[src/include/twb_defines.vh]
`ifndef TWB_DEFINES_VH
`define TWB_DEFINES_VH

// ------------------------------------------------------------
// Register offsets
// ------------------------------------------------------------
`define TWB_REG_CTRL 8'h00
`define TWB_REG_DATA 8'h01
`define TWB_REG_SADR 8'h02
`define TWB_REG_GIE 8'h20

// ------------------------------------------------------------
// Status and control fields
// ------------------------------------------------------------
`define TWB_B_EN 0
`define TWB_B_STOP 1
`define TWB_B_ARB 2
`define TWB_B_ADDR 3
`define TWB_B_ACK 4
`define TWB_B_XMIT 5
`define TWB_B_BUSY 6
`define TWB_B_MSTR 7
`define TWB_B_GIE_TWB 6

// ------------------------------------------------------------
// Reset values
// ------------------------------------------------------------
`define TWB_RST_CTRL 8'h00
`define TWB_RST_GIE 8'h00
`define TWB_RST_SADR 7'h00

// ------------------------------------------------------------
// Timing
// ------------------------------------------------------------
`define TWB_CLK_MHZ 100
`define TWB_HALF_NS 5000
// Half bus clock in system cycles: 5000 ns at 100 MHz, sized for the 16-bit counter
`define TWB_HALF_CYC 16'h01f4

`endif

[src/hdl/twb_sync.v]
`timescale 1ns/1ps
`default_nettype none

module twb_sync #(
	parameter W = 2
) (
	// Clock and reset
	input wire i_ref_clk,
	input wire i_rst,
	// Asynchronous in, synchronous out
	input wire [W-1:0] i_async,
	output wire [W-1:0] o_sync
);

	reg [W-1:0] meta_ff;
	reg [W-1:0] sync_ff;

	// Idle bus lines are high, so reset to ones to avoid a false edge
	always @(posedge i_ref_clk or posedge i_rst)
	begin
		if (i_rst)
		begin
			meta_ff <= {W{1'b1}};
			sync_ff <= {W{1'b1}};
		end
		else
		begin
			meta_ff <= i_async;
			sync_ff <= meta_ff;
		end
	end

	assign o_sync = sync_ff;

endmodule // twb_sync

`default_nettype wire

[src/hdl/twb_ctrl.v]
// Overview of operation
// - Enable bit 0 hands both pins to the bus function, open drain.
// - Stop flag sets only in slave receive, and only if the last byte was acked.
// - Arbitration loss clears master select, sets bit 2, raises an interrupt.
// - Bit 2 with continue and master select does a restart; hardware clears bit 2.
// - First-byte flag reads 1 after slave start or arbitration loss; continue clears it.
// - In receive, ack bit 1 pulls data low in the ack slot; 0 leaves it high.
// - In transmit, ack bit reads back the acknowledge from the receiver.
// - Bit 5 picks transmit or receive; first master byte after start or restart always transmits; a slave receives its first byte.
// - Continue releases the next byte; busy reads 1 until the byte completes.
// - Control writes are ignored while busy.
// - After an interrupt the block stays idle until firmware sets continue or clears master select.
// - Setting master select issues start then sends the data register.
// - Later master bytes start only on continue.
// - Master drives clock and data, arbitrates and follows clock stretching.
// - Clearing master select from 1 to 0 sends a stop.
// - If addressed after losing arbitration, the interrupt waits for the transfer end.
// - The interrupt reaches the processor only with enable bit 6 set.
`timescale 1ns/1ps
`default_nettype none
`include "twb_defines.vh"

module twb_ctrl #(
	parameter [15:0] HALF_CYC = `TWB_HALF_CYC
) (
	// Clock and reset
	input wire i_ref_clk,
	input wire i_rst,
	// Register port
	input wire [7:0] i_addr,
	input wire [7:0] i_wdata,
	input wire i_wr_en,
	input wire i_rd_en,
	output wire [7:0] o_rdata,
	// Interrupt
	output wire o_irq,
	// Bus pins
	input wire i_scl_i,
	output wire o_scl_o,
	output wire o_scl_oe,
	input wire i_sda_i,
	output wire o_sda_o,
	output wire o_sda_oe,
	// Port logic driving the pins when the bus function is off
	input wire i_gpio_scl_o,
	input wire i_gpio_scl_oe,
	input wire i_gpio_sda_o,
	input wire i_gpio_sda_oe
);

	// ------------------------------------------------------------
	// States
	// ------------------------------------------------------------
	localparam [3:0] ST_IDLE = 4'h0;
	localparam [3:0] ST_MSTART = 4'h1;
	localparam [3:0] ST_MLO = 4'h2;
	localparam [3:0] ST_MHI = 4'h3;
	localparam [3:0] ST_MWAIT = 4'h4;
	localparam [3:0] ST_MSTOP = 4'h5;
	localparam [3:0] ST_MRST = 4'h6;
	localparam [3:0] ST_SLV = 4'h7;
	localparam [3:0] ST_SWAIT = 4'h8;
	localparam [15:0] QUART_CYC = HALF_CYC >> 1;

	reg [3:0] state_ff;
	reg [1:0] ph_ff;
	reg [15:0] cnt_ff;
	reg [3:0] bit_ff;
	reg [7:0] shift_ff;
	reg [7:0] data_ff;
	reg [7:0] gie_ff;
	reg [6:0] sadr_ff;
	reg [7:0] rdata_ff;
	reg en_ff, stop_ff, arb_ff, addr_ff, ack_wr_ff, ack_rx_ff, xmit_ff, busy_ff, mstr_ff;
	reg tx_ff, first_ff, defer_ff, last_ack_ff, irq_pend_ff, bus_busy_ff;
	reg scl_low_ff, sda_low_ff, scl_prev_ff, sda_prev_ff;

	wire [1:0] pin_s;
	wire scl_s = pin_s[1];
	wire sda_s = pin_s[0];

	twb_sync #(
		.W(2)
	) u_sync (
		.i_ref_clk(i_ref_clk),
		.i_rst(i_rst),
		.i_async({i_scl_i, i_sda_i}),
		.o_sync(pin_s)
	);

	// ------------------------------------------------------------
	// Bus events and register decode
	// ------------------------------------------------------------
	wire scl_rise = scl_s & ~scl_prev_ff;
	wire scl_fall = ~scl_s & scl_prev_ff;
	wire start_det = scl_s & scl_prev_ff & sda_prev_ff & ~sda_s;
	wire stop_det = scl_s & scl_prev_ff & ~sda_prev_ff & sda_s;
	wire wr_ctrl = i_wr_en & (i_addr == `TWB_REG_CTRL) & ~busy_ff;
	wire [7:0] w = i_wdata;
	wire cnt_done = (cnt_ff == 16'h0000);
	wire ack_rd = tx_ff ? ack_rx_ff : ack_wr_ff;
	wire [7:0] ctrl_rd = {mstr_ff, busy_ff, xmit_ff, ack_rd, addr_ff, arb_ff, stop_ff, en_ff};

	// Whether the master pulls the data line low for bit n of the byte
	function drive_low;
		input [3:0] n;
		input tx;
		input msb;
		input ack;
		begin
			drive_low = (n < 4'h8) ? (tx & ~msb) : (~tx & ack);
		end
	endfunction

	// ------------------------------------------------------------
	// Main sequencer
	// ------------------------------------------------------------
	always @(posedge i_ref_clk or posedge i_rst)
	begin
		if (i_rst)
		begin
			state_ff <= ST_IDLE;
			ph_ff <= 2'h0;
			cnt_ff <= 16'h0000;
			bit_ff <= 4'h0;
			shift_ff <= 8'h00;
			data_ff <= 8'h00;
			gie_ff <= `TWB_RST_GIE;
			sadr_ff <= `TWB_RST_SADR;
			{mstr_ff, busy_ff, xmit_ff, ack_wr_ff, addr_ff, arb_ff, stop_ff, en_ff} <= `TWB_RST_CTRL;
			ack_rx_ff <= 1'b0;
			tx_ff <= 1'b0;
			first_ff <= 1'b0;
			defer_ff <= 1'b0;
			last_ack_ff <= 1'b0;
			irq_pend_ff <= 1'b0;
			bus_busy_ff <= 1'b0;
			scl_low_ff <= 1'b0;
			sda_low_ff <= 1'b0;
			scl_prev_ff <= 1'b1;
			sda_prev_ff <= 1'b1;
		end
		else
		begin
			scl_prev_ff <= scl_s;
			sda_prev_ff <= sda_s;
			if (start_det)
				bus_busy_ff <= 1'b1;
			if (stop_det)
				bus_busy_ff <= 1'b0;
			if (cnt_ff != 16'h0000)
				cnt_ff <= cnt_ff - 16'h0001;
			if (i_wr_en && i_addr == `TWB_REG_DATA)
				data_ff <= w;
			if (i_wr_en && i_addr == `TWB_REG_GIE)
				gie_ff <= w;
			if (i_wr_en && i_addr == `TWB_REG_SADR)
				sadr_ff <= w[6:0];
			// Event flags are written before the sequencer so a hardware set wins
			if (wr_ctrl)
			begin
				en_ff <= w[`TWB_B_EN];
				stop_ff <= stop_ff & w[`TWB_B_STOP];
				arb_ff <= w[`TWB_B_ARB];
				ack_wr_ff <= w[`TWB_B_ACK];
				xmit_ff <= w[`TWB_B_XMIT];
				mstr_ff <= w[`TWB_B_MSTR];
				if (w[`TWB_B_BUSY])
				begin
					addr_ff <= 1'b0;
					irq_pend_ff <= 1'b0;
				end
			end
			case (state_ff)
				ST_IDLE:
				begin
					if (wr_ctrl && w[`TWB_B_MSTR] && !mstr_ff && w[`TWB_B_EN])
					begin
						busy_ff <= 1'b1;
						tx_ff <= 1'b1;
						shift_ff <= data_ff;
						first_ff <= 1'b1;
						ph_ff <= 2'h0;
						state_ff <= ST_MSTART;
					end
					else if (en_ff && start_det)
					begin
						state_ff <= ST_SLV;
						bit_ff <= 4'h0;
						tx_ff <= 1'b0;
						first_ff <= 1'b1;
						last_ack_ff <= 1'b0;
						addr_ff <= 1'b1;
					end
				end
				ST_MSTART:
				begin
					if (ph_ff == 2'h0 && !bus_busy_ff)
					begin
						sda_low_ff <= 1'b1;
						cnt_ff <= HALF_CYC;
						ph_ff <= 2'h1;
					end
					else if (ph_ff == 2'h1 && cnt_done)
					begin
						scl_low_ff <= 1'b1;
						cnt_ff <= HALF_CYC;
						bit_ff <= 4'h0;
						state_ff <= ST_MLO;
					end
				end
				ST_MLO:
				begin
					if (cnt_ff == QUART_CYC)
						sda_low_ff <= drive_low(bit_ff, tx_ff, shift_ff[7], ack_wr_ff);
					if (cnt_done)
					begin
						scl_low_ff <= 1'b0;
						ph_ff <= 2'h0;
						state_ff <= ST_MHI;
					end
				end
				ST_MHI:
				begin
					// Wait for the wire to go high so a slower master or slave stretches us
					if (ph_ff == 2'h0 && scl_s)
					begin
						cnt_ff <= HALF_CYC;
						ph_ff <= 2'h1;
						if (bit_ff < 4'h8)
							shift_ff <= {shift_ff[6:0], sda_s};
						else if (tx_ff)
							ack_rx_ff <= ~sda_s;
						if (tx_ff && bit_ff < 4'h8 && !sda_low_ff && !sda_s)
						begin
							mstr_ff <= 1'b0;
							arb_ff <= 1'b1;
							addr_ff <= 1'b1;
							irq_pend_ff <= 1'b1;
							busy_ff <= 1'b0;
							defer_ff <= first_ff;
							tx_ff <= 1'b0;
							scl_low_ff <= 1'b0;
							sda_low_ff <= 1'b0;
							state_ff <= first_ff ? ST_SLV : ST_IDLE;
						end
					end
					else if (ph_ff == 2'h1 && (cnt_done || !scl_s))
					begin
						scl_low_ff <= 1'b1;
						if (bit_ff == 4'h8)
						begin
							sda_low_ff <= 1'b0;
							busy_ff <= 1'b0;
							irq_pend_ff <= 1'b1;
							if (!tx_ff)
								data_ff <= shift_ff;
							state_ff <= ST_MWAIT;
						end
						else
						begin
							bit_ff <= bit_ff + 4'h1;
							cnt_ff <= HALF_CYC;
							state_ff <= ST_MLO;
						end
					end
				end
				ST_MWAIT:
				begin
					// Clock held low here until firmware decides what comes next
					if (wr_ctrl && !w[`TWB_B_MSTR])
					begin
						busy_ff <= 1'b1;
						// A stop ends the transfer, so the byte interrupt has been served
						irq_pend_ff <= 1'b0;
						ph_ff <= 2'h0;
						state_ff <= ST_MSTOP;
					end
					else if (wr_ctrl && w[`TWB_B_BUSY] && w[`TWB_B_ARB])
					begin
						busy_ff <= 1'b1;
						tx_ff <= 1'b1;
						shift_ff <= data_ff;
						first_ff <= 1'b1;
						ph_ff <= 2'h0;
						state_ff <= ST_MRST;
					end
					else if (wr_ctrl && w[`TWB_B_BUSY])
					begin
						busy_ff <= 1'b1;
						tx_ff <= w[`TWB_B_XMIT];
						shift_ff <= data_ff;
						first_ff <= 1'b0;
						bit_ff <= 4'h0;
						cnt_ff <= HALF_CYC;
						state_ff <= ST_MLO;
					end
				end
				ST_MRST:
				begin
					if (ph_ff == 2'h0)
					begin
						arb_ff <= 1'b0;
						sda_low_ff <= 1'b0;
						cnt_ff <= HALF_CYC;
						ph_ff <= 2'h1;
					end
					else if (ph_ff == 2'h1 && cnt_done)
					begin
						scl_low_ff <= 1'b0;
						ph_ff <= 2'h2;
					end
					else if (ph_ff == 2'h2 && scl_s)
					begin
						cnt_ff <= HALF_CYC;
						ph_ff <= 2'h3;
					end
					else if (ph_ff == 2'h3 && cnt_done)
					begin
						// Second half of the start is shared with a fresh start
						sda_low_ff <= 1'b1;
						cnt_ff <= HALF_CYC;
						ph_ff <= 2'h1;
						state_ff <= ST_MSTART;
					end
				end
				ST_MSTOP:
				begin
					if (ph_ff == 2'h0)
					begin
						sda_low_ff <= 1'b1;
						cnt_ff <= HALF_CYC;
						ph_ff <= 2'h1;
					end
					else if (ph_ff == 2'h1 && cnt_done)
					begin
						scl_low_ff <= 1'b0;
						ph_ff <= 2'h2;
					end
					else if (ph_ff == 2'h2 && scl_s)
					begin
						cnt_ff <= HALF_CYC;
						ph_ff <= 2'h3;
					end
					else if (ph_ff == 2'h3 && cnt_done)
					begin
						sda_low_ff <= 1'b0;
						busy_ff <= 1'b0;
						state_ff <= ST_IDLE;
					end
				end
				ST_SLV:
				begin
					if (scl_rise)
					begin
						if (bit_ff < 4'h8)
							shift_ff <= {shift_ff[6:0], sda_s};
						else if (tx_ff)
							ack_rx_ff <= ~sda_s;
					end
					else if (scl_fall && bit_ff == 4'h7)
					begin
						bit_ff <= 4'h8;
						sda_low_ff <= 1'b0;
						if (first_ff && shift_ff[7:1] != sadr_ff)
						begin
							defer_ff <= 1'b0;
							state_ff <= ST_IDLE;
						end
						else if (!defer_ff && !tx_ff)
						begin
							// Stretch before the ack slot so firmware picks the ack
							scl_low_ff <= 1'b1;
							busy_ff <= 1'b0;
							irq_pend_ff <= 1'b1;
							data_ff <= shift_ff;
							state_ff <= ST_SWAIT;
						end
					end
					else if (scl_fall && bit_ff == 4'h8 && tx_ff && !defer_ff)
					begin
						scl_low_ff <= 1'b1;
						busy_ff <= 1'b0;
						irq_pend_ff <= 1'b1;
						state_ff <= ST_SWAIT;
					end
					else if (scl_fall)
					begin
						bit_ff <= (bit_ff == 4'h8) ? 4'h0 : bit_ff + 4'h1;
						sda_low_ff <= tx_ff & ~shift_ff[7];
					end
				end
				ST_SWAIT:
				begin
					if (wr_ctrl && w[`TWB_B_BUSY])
					begin
						busy_ff <= 1'b1;
						first_ff <= 1'b0;
						scl_low_ff <= 1'b0;
						state_ff <= ST_SLV;
						if (!tx_ff)
						begin
							sda_low_ff <= w[`TWB_B_ACK];
							last_ack_ff <= w[`TWB_B_ACK];
							tx_ff <= w[`TWB_B_XMIT];
							shift_ff <= data_ff;
						end
						else
						begin
							bit_ff <= 4'h0;
							tx_ff <= w[`TWB_B_XMIT];
							shift_ff <= data_ff;
							sda_low_ff <= w[`TWB_B_XMIT] & ~data_ff[7];
						end
					end
				end
				default:
					state_ff <= ST_IDLE;
			endcase
			if ((state_ff == ST_SLV || state_ff == ST_SWAIT) && stop_det)
			begin
				if (!tx_ff && last_ack_ff)
					stop_ff <= 1'b1;
				defer_ff <= 1'b0;
				busy_ff <= 1'b0;
				scl_low_ff <= 1'b0;
				sda_low_ff <= 1'b0;
				state_ff <= ST_IDLE;
			end
			// The write that sets enable must not be undone by the old enable value
			if (wr_ctrl ? !w[`TWB_B_EN] : !en_ff)
			begin
				scl_low_ff <= 1'b0;
				sda_low_ff <= 1'b0;
				busy_ff <= 1'b0;
				state_ff <= ST_IDLE;
			end
		end
	end

	// ------------------------------------------------------------
	// Read port
	// ------------------------------------------------------------
	always @(posedge i_ref_clk or posedge i_rst)
	begin
		if (i_rst)
			rdata_ff <= 8'h00;
		else if (!i_rd_en)
			rdata_ff <= 8'h00;
		else
			case (i_addr)
				`TWB_REG_CTRL: rdata_ff <= ctrl_rd;
				`TWB_REG_DATA: rdata_ff <= data_ff;
				`TWB_REG_SADR: rdata_ff <= {1'b0, sadr_ff};
				`TWB_REG_GIE: rdata_ff <= gie_ff;
				default: rdata_ff <= 8'h00;
			endcase
	end

	assign o_rdata = rdata_ff;
	assign o_irq = irq_pend_ff & gie_ff[`TWB_B_GIE_TWB] & ~defer_ff;

	// Open drain: only ever drive low, otherwise hand the pins to the port logic
	assign o_scl_o = en_ff ? 1'b0 : i_gpio_scl_o;
	assign o_scl_oe = en_ff ? scl_low_ff : i_gpio_scl_oe;
	assign o_sda_o = en_ff ? 1'b0 : i_gpio_sda_o;
	assign o_sda_oe = en_ff ? sda_low_ff : i_gpio_sda_oe;

endmodule // twb_ctrl

`default_nettype wire

[config.mk]
export PLATFORM = sky130hd
export DESIGN_NAME = twb_ctrl
export DESIGN_NICKNAME = d
export VERILOG_FILES = /design/src/hdl/twb_sync.v /design/src/hdl/twb_ctrl.v
export VERILOG_INCLUDE_DIRS = /design/src /design/src/include
export SDC_FILE = /design/constraint.sdc
export NUM_CORES = 1
export LEC_CHECK = 0
export ABC_CLOCK_PERIOD_IN_PS = 3100
export BUFFER_PORTS_ARGS = -buffer_cell sky130_fd_sc_hd__buf_2
export CORE_ASPECT_RATIO = 1.2
export CORE_MARGIN = 2
export CORE_UTILIZATION = 45
export CTS_CLUSTER_SIZE = 24
export DETAILED_ROUTE_END_ITERATION = 10
export GPL_TIMING_DRIVEN = 0
export HOLD_SLACK_MARGIN = 0.08
export PLACE_DENSITY = 0.69
export SLEW_MARGIN = 20
export SYNTH_ARGS = -nofsm -noshare
export SYNTH_HDL_FRONTEND = slang
export SYNTH_SLANG_ARGS = --single-unit
[constraint.sdc]
create_clock -name i_ref_clk -period 3.1 [get_ports i_ref_clk]
set_clock_uncertainty 0.05 [all_clocks]
set_input_delay 0.31 -clock i_ref_clk [delete_from_list [all_inputs] [get_ports i_ref_clk]]
set_output_delay 0.31 -clock i_ref_clk [all_outputs]
set_load 0.05 [all_outputs]
## Word level (Yosys, flattened, before mapping)

Cells that the tools add are included.
W data, S select, Z words.

- Register bits after elaboration: 88
- Output and inout bits: 13
- Logic and storage cells: 431

- $add $sub $neg: 2
- Order comparisons: 1
- Equality and inequality tests: 84
- Mux-type cells: 221
- Bitwise logic cells: 24
- Reduce and logical (&&, ||, !) cells: 69

Operators by type and width:

| operator | count |
|---|---|
| $mux W16 | 16 |
| $mux W4 | 44 |
| $mux W8 | 17 |
| $mux W1 | 111 |
| $pmux W16 S5 | 1 |
| $ne A4 B4 Y1 const B | 15 |
| $ne A5 B5 Y1 const B | 11 |
| $ne A2 B2 Y1 const B | 20 |
| $pmux W8 S5 | 1 |
| $pmux W4 S9 | 1 |
| $pmux W8 S4 | 1 |
| $reduce_and A16 Y1 | 2 |
| $logic_and A1 B1 Y1 | 27 |
| $mux W2 | 13 |
| $reduce_and A13 Y1 | 2 |
| $ne A5 B3 Y1 const B | 5 |
| $pmux W4 S6 | 1 |
| $eq A4 B3 Y1 const B | 5 |
| $reduce_and A19 Y1 | 1 |
| $ne A3 B3 Y1 const B | 6 |
| $eq A16 B8 Y1 const B | 1 |
| $logic_not A16 Y1 | 1 |
| $pmux W8 S2 | 1 |
| $reduce_bool A16 Y1 | 1 |
| 44 further kinds | 97 |

## Logic depth before layout (Yosys ltp)

- Word-level depth: 11
- Gate-level depth with buffers: 11
- Depth with buffers taken out: 9

## Hierarchy

A second synthesis with hierarchy kept.

- Cells, all modules: 641
- Area, all modules: 5716.7 sq um

Modules (own cells, without submodules):

| module | times used | cells each | area an instance (sq um) | sequential area each (sq um) |
|---|---|---|---|---|
| twb_ctrl | 1 | 636 | 5607.9 | 2104.5 |
| twb_sync | 1 | 5 | 108.9 | 105.1 |

## Worst setup path before layout

OpenSTA, ideal clock, no wires.

- Path type: input -> register
- Start: in i_addr[1]
- End: reg state_ff[0]
- Arrival time: 2.515 ns
- Required time: 2.925 ns
- Setup slack: 0.410 ns
- Stages: 8
- Buffers on the path: 1
- Path through: or4_4 nor3_2 buf_6 a21o_4 o22ai_1 a211o_1 a2111oi_4 mux2_2

- Cells in the longest elaborated chain, start to end: 10

Ends and longest elaborated chain:

| item | line | source |
|---|---|---|
| start: declaration | twb_ctrl.v:30 | `input wire [7:0] i_addr,` |
| $logic_not A8 Y1 * | n/a |  |
| $and A1 B1 Y1 * (2 in series) | twb_ctrl.v:98 | `` wire wr_ctrl = i_wr_en & (i_addr == `TWB_REG_CTRL) & ~busy_ff; `` |
| $logic_and A1 B1 Y1, on equally long branches | n/a |  |
| $logic_and A1 B1 Y1, on equally long branches | twb_ctrl.v:279, twb_ctrl.v:177 |  |
| $mux W4 or $logic_and A1 B1 Y1 (tied branches) | twb_ctrl.v:279, twb_ctrl.v:177 |  |
| $mux W4, on equally long branches | twb_ctrl.v:271, twb_ctrl.v:177 |  |
| $pmux W4 S9 | twb_ctrl.v:174 | `case (state_ff)` |
| $mux W4 | twb_ctrl.v:420 | `if ((state_ff == ST_SLV \|\| state_ff == ST_SWAIT) && stop_det)` |
| $mux W4 | twb_ctrl.v:431 | `` if (wr_ctrl ? !w[`TWB_B_EN] : !en_ff) `` |
| end signal: assignment | twb_ctrl.v:245 | `state_ff <= first_ff ? ST_SLV : ST_IDLE;` |
| end: declaration | twb_ctrl.v:65 | `reg [3:0] state_ff;` |

Mark *: on every way between the ends. The rest lies on a longest branch, timed or not.
A chain may end at the register's enable or synchronous reset.

## Worst setup path in the final report

- Start: reg state_ff[2]
- End: reg state_ff[0]

- Cells in the longest elaborated chain, start to end: 5

Ends and longest elaborated chain:

| item | line |
|---|---|
| $eq A4 B3 Y1 or $eq A4 B4 Y1 (tied branches) | twb_ctrl.v:174, twb_ctrl.v:420 |
| $logic_or A1 B1 Y1 | twb_ctrl.v:420 |
| $logic_and A1 B1 Y1 | twb_ctrl.v:420 |
| $ne A6 B4 Y1 (no source line) (tied with other cells) | n/a |
| $reduce_and A19 Y1 (no source line) or $mux W4 (tied branches) | n/a |

Several ways; a longest one is shown, not always the timed one.

==> results.toml <==
[global_routing]
use_met2_pct = 47.39
antenna_found_initial = 0
grt_pass1_wl_mm = 27.36
grtUsageMet1_pct = 34.19
grt_util_met3_pct = 4.657
track_usage_pct = 27.84
grt_max_degree = 58
overflow = 0
first_global_vias = 4985
grt.busiest_layer = "met2"

[synth]
synth_area_sq_um = 5365
yosysMostFrequentCell = "dfrtp_1"
async_flop_share_pct = 100.0
synth_edf_count = 0
synthTopCellsByCount = "dfrtp_1, nand2_1, nor2_1"
synth_top_cell_by_area = "dfrtp_1"
synth_top_flop_cell = "dfrtp_1"
synth_warnings = 0
synth-seq-cells = 88
syn_nets = 624
syn-instance-count = 594
ys_seq_area_share_pct = 41.18
synth_top_cell_area_share_pct = 38.25
synthTopCellsByArea = "dfrtp_1, nand2_1, a21oi_1"
synth_cell_type_count = 70
synth.avg_cell_area_sq_um = 9.032

[floorplanning]
die_x_um = 103.7
die_y_um = 123.6
die_area_sq_um = 12820
rows = 43
coreArea_sq_um = 11620
start_util_pct = 46.17
ios = 39

[cts]
cts_buffer_depth = 2
clkLatencyLatePin_ns = 0.35
htree_levels = 3
clk_pin_slew_ns = 0.07
cts_tree = "built"
clock-sinks = 88
ctsRootBufferMaster = "clkbuf_16"
numCtsBuffers = 9

[sta]
worstMarginPinSlew_ns = 0.8023
setup_violations = 0
fin_tns_setup_ns = 0
rsz0062_at_grt = "false"
max-slew-margin-rel_pct = 45.76
fmax_mhz = 335.0
min_period_over_period_pct = 96.29
hold_viol = 0
slew_viol_final = 0
fin_crit_ns = 2.985

[worst_setup_path]
cp-start-kind = "flop"
path_cells = "clkbuf_2 -> or2_2 -> buf_1 -> o22ai_1 -> o2bb2ai_1 -> o311a_1 -> a2111oi_4 -> mux2_2"
crit_required_ns = 3.28
rrSetupSlack_ns = 0.12
path_max_fanout = 10
worstReg2RegStart = "state_ff[2]"
cp.arrival_ns = 3.16
end_kind = "flop"
crit_slowest_cell = "dfrtp_1"
slowest_delay_ns = 0.49
crit_start = "state_ff[2]"
r2r-end = "state_ff[0]"
crit_type = "reg -> reg"
worst_r2r_path_depth = 8

[min_path]
min_from = "i_wdata[4]"
min_path_cells = 3
holdPathEnd = "ack_wr_ff"
min_path_type = "in -> reg"

[placed_design]
portBuffers = 37
routabilityCongestion = 0.9769
dp_cells = 790
dpl-instance-area_sq_um = 5788
hpwl_mm = 13.03

[routing]
vias = 5133
drcViolationCount = 0
wl_per_cell_um = 21.63
viasPerCell = 6.321
first_iter_violations = 481
antenna_left = 0
dr.pass1.iters = 5
drt-total-wl_mm = 17.56

[pwr]
p_sw_uw = 1253
intPower_uw = 2448
ir_drop_uv = 438.8
p_seq_share_pct = 43.8
clockPowerShare_pct = 33.1
p_sw_share_pct = 33.85
combPwrFrac_pct = 23.1
cellLeakagePower_uw = 0.002620
p_per_area_nw_per_um2 = 591.3
p_total_uw = 3701

[outcome]
status = "completed"

[final_layout]
fin_area_sq_um = 6259
final_layout_size_suffix_gt1_share_pct = 18.32
nets = 680
syn_to_final_growth_pct = 16.65
diodes = 0
instances_no_fill = 812

[flow_run]
drv_cap = 0
==> placed cells by master, fill, tap and decap left out, drive strengths merged, types with 3 or more instances in the layout <==
cell type / n
nand3b: 3
nor3b: 6
a222oi: 8
clkbuf: 28
inv: 18
mux2: 19
nor3: 9
nor4b: 4
a31oi: 9
and3: 5
buf: 50
o311ai: 4
a21o: 5
a211oi: 5
and2: 3
xor2: 8
nor2: 51
nand4: 7
nor4: 12
or4: 3
mux2i: 10
or3: 5
dfrtp: 82
nand4b: 6
o31ai: 4
nand2b: 16
a22oi: 9
o2bb2ai: 11
a21oi: 49
o22ai: 10
nand2: 67
dlygate4sd3: 3
o21ai: 30
nand3: 19
o211ai: 5
xnor2: 12
ha: 4
a2111oi: 3
nor2b: 15
dfstp: 6
==> timing repair <==
action                                  in CTS  in global routing
buffers inserted                             1                  3
hold endpoints to repair                    27                  0
endpoints found under the setup margin      26                 27
hold buffers                                 3                  0
resized for setup                            7                 14
pin swaps                                    1                  2
==> worst max-delay path: cells and delay by family (launching register included) <==
kind	cells	cell delay, ns
AO/OA/AOI/OAI	4	1.14
flip-flops	1	0.49
AND/OR/NAND/NOR	1	0.14
buffers and inverters	2	0.64
multiplexers	1	0.40
==> how the worst max path moves through the flow <==
| stage | cells after the start | endpoint | slack (ns) |
|---|---|---|---|
| floorplan | 8 | state_ff[0] | 0.41 |
| global placement | 2 | scl_low_ff | -0.59 |
| detailed placement | 10 | bit_ff[2] | -0.23 |
| CTS | 10 | state_ff[0] | 0.03 |
| global route | 11 | bit_ff[1] | 0.008 |
| finish | 8 | state_ff[0] | 0.12 |
==> through the flow <==
step,worst slack [ns],util [%],hold slack (ns)
2_1_floorplan,0.4098,-,0.2645
4_1_cts,0.03140,53.21,0.1658
3_3_place_gp,-0.5930,49.45,0.2960
5_1_grt,0.008214,53.85,0.1903
3_5_place_dp,-0.2291,49.81,0.2972
6_report,0.1151,53.85,0.1769
==> power groups by stage <==
stage	combinational [uW]	sequential [uW]	clock [uW]
after floorplan	626	1540	0
after global placement	797	1610	0
after detailed placement	818	1620	0
after CTS	833	1600	1240
after global routing	948	1650	1300
final	855	1620	1220
==> metal layers <==
layer / share of wire, % / routed length (um)
met4: 5.1 / 889
met3: 5.3 / 937
met1: 42 / 7304
met2: 48 / 8432
met5: 0 / 0
==> area by class of cell <==
class | count | area (sq um)
Clock inverter | 7 | 107.6
Fill cell | 1085 | 5363
Multi-Input combinational cell | 465 | 3072
Tap cell | 157 | 196.4
Sequential cell | 88 | 2210
Timing Repair Buffer | 46 | 277.8
Buffer | 26 | 115.1
Inverter | 14 | 55.05
Clock buffer | 9 | 225.2
==> state kept, by name, indices dropped and copies added, names as in the netlist, 2 cells and up <==
name            flops
cnt_ff             16
data_ff             8
gie_ff              8
o_rdata             8
shift_ff            8
sadr_ff             7
bit_ff              4
state_ff            4
ph_ff               2
u_sync.meta_ff      2
u_sync.o_sync       2
==> logic make-up (layout without fill, tap and decap cells) <==
group / count (synthesis) / count (layout) / share of synthesized area [%]
DFF: 88 / 88 / 41.18
and+or+nand+nor: 240 / 240 / 23.90
buffers and inverters: 41 / 102 / 3.102
adders and majority gates: 4 / 4 / 0.9329
muxes: 29 / 29 / 5.854
AOI/OAI and AO/OA: 172 / 172 / 21.76
xor gates and xnor gates: 20 / 20 / 3.265
No activity file was read; power rests on OpenSTA's default activity.
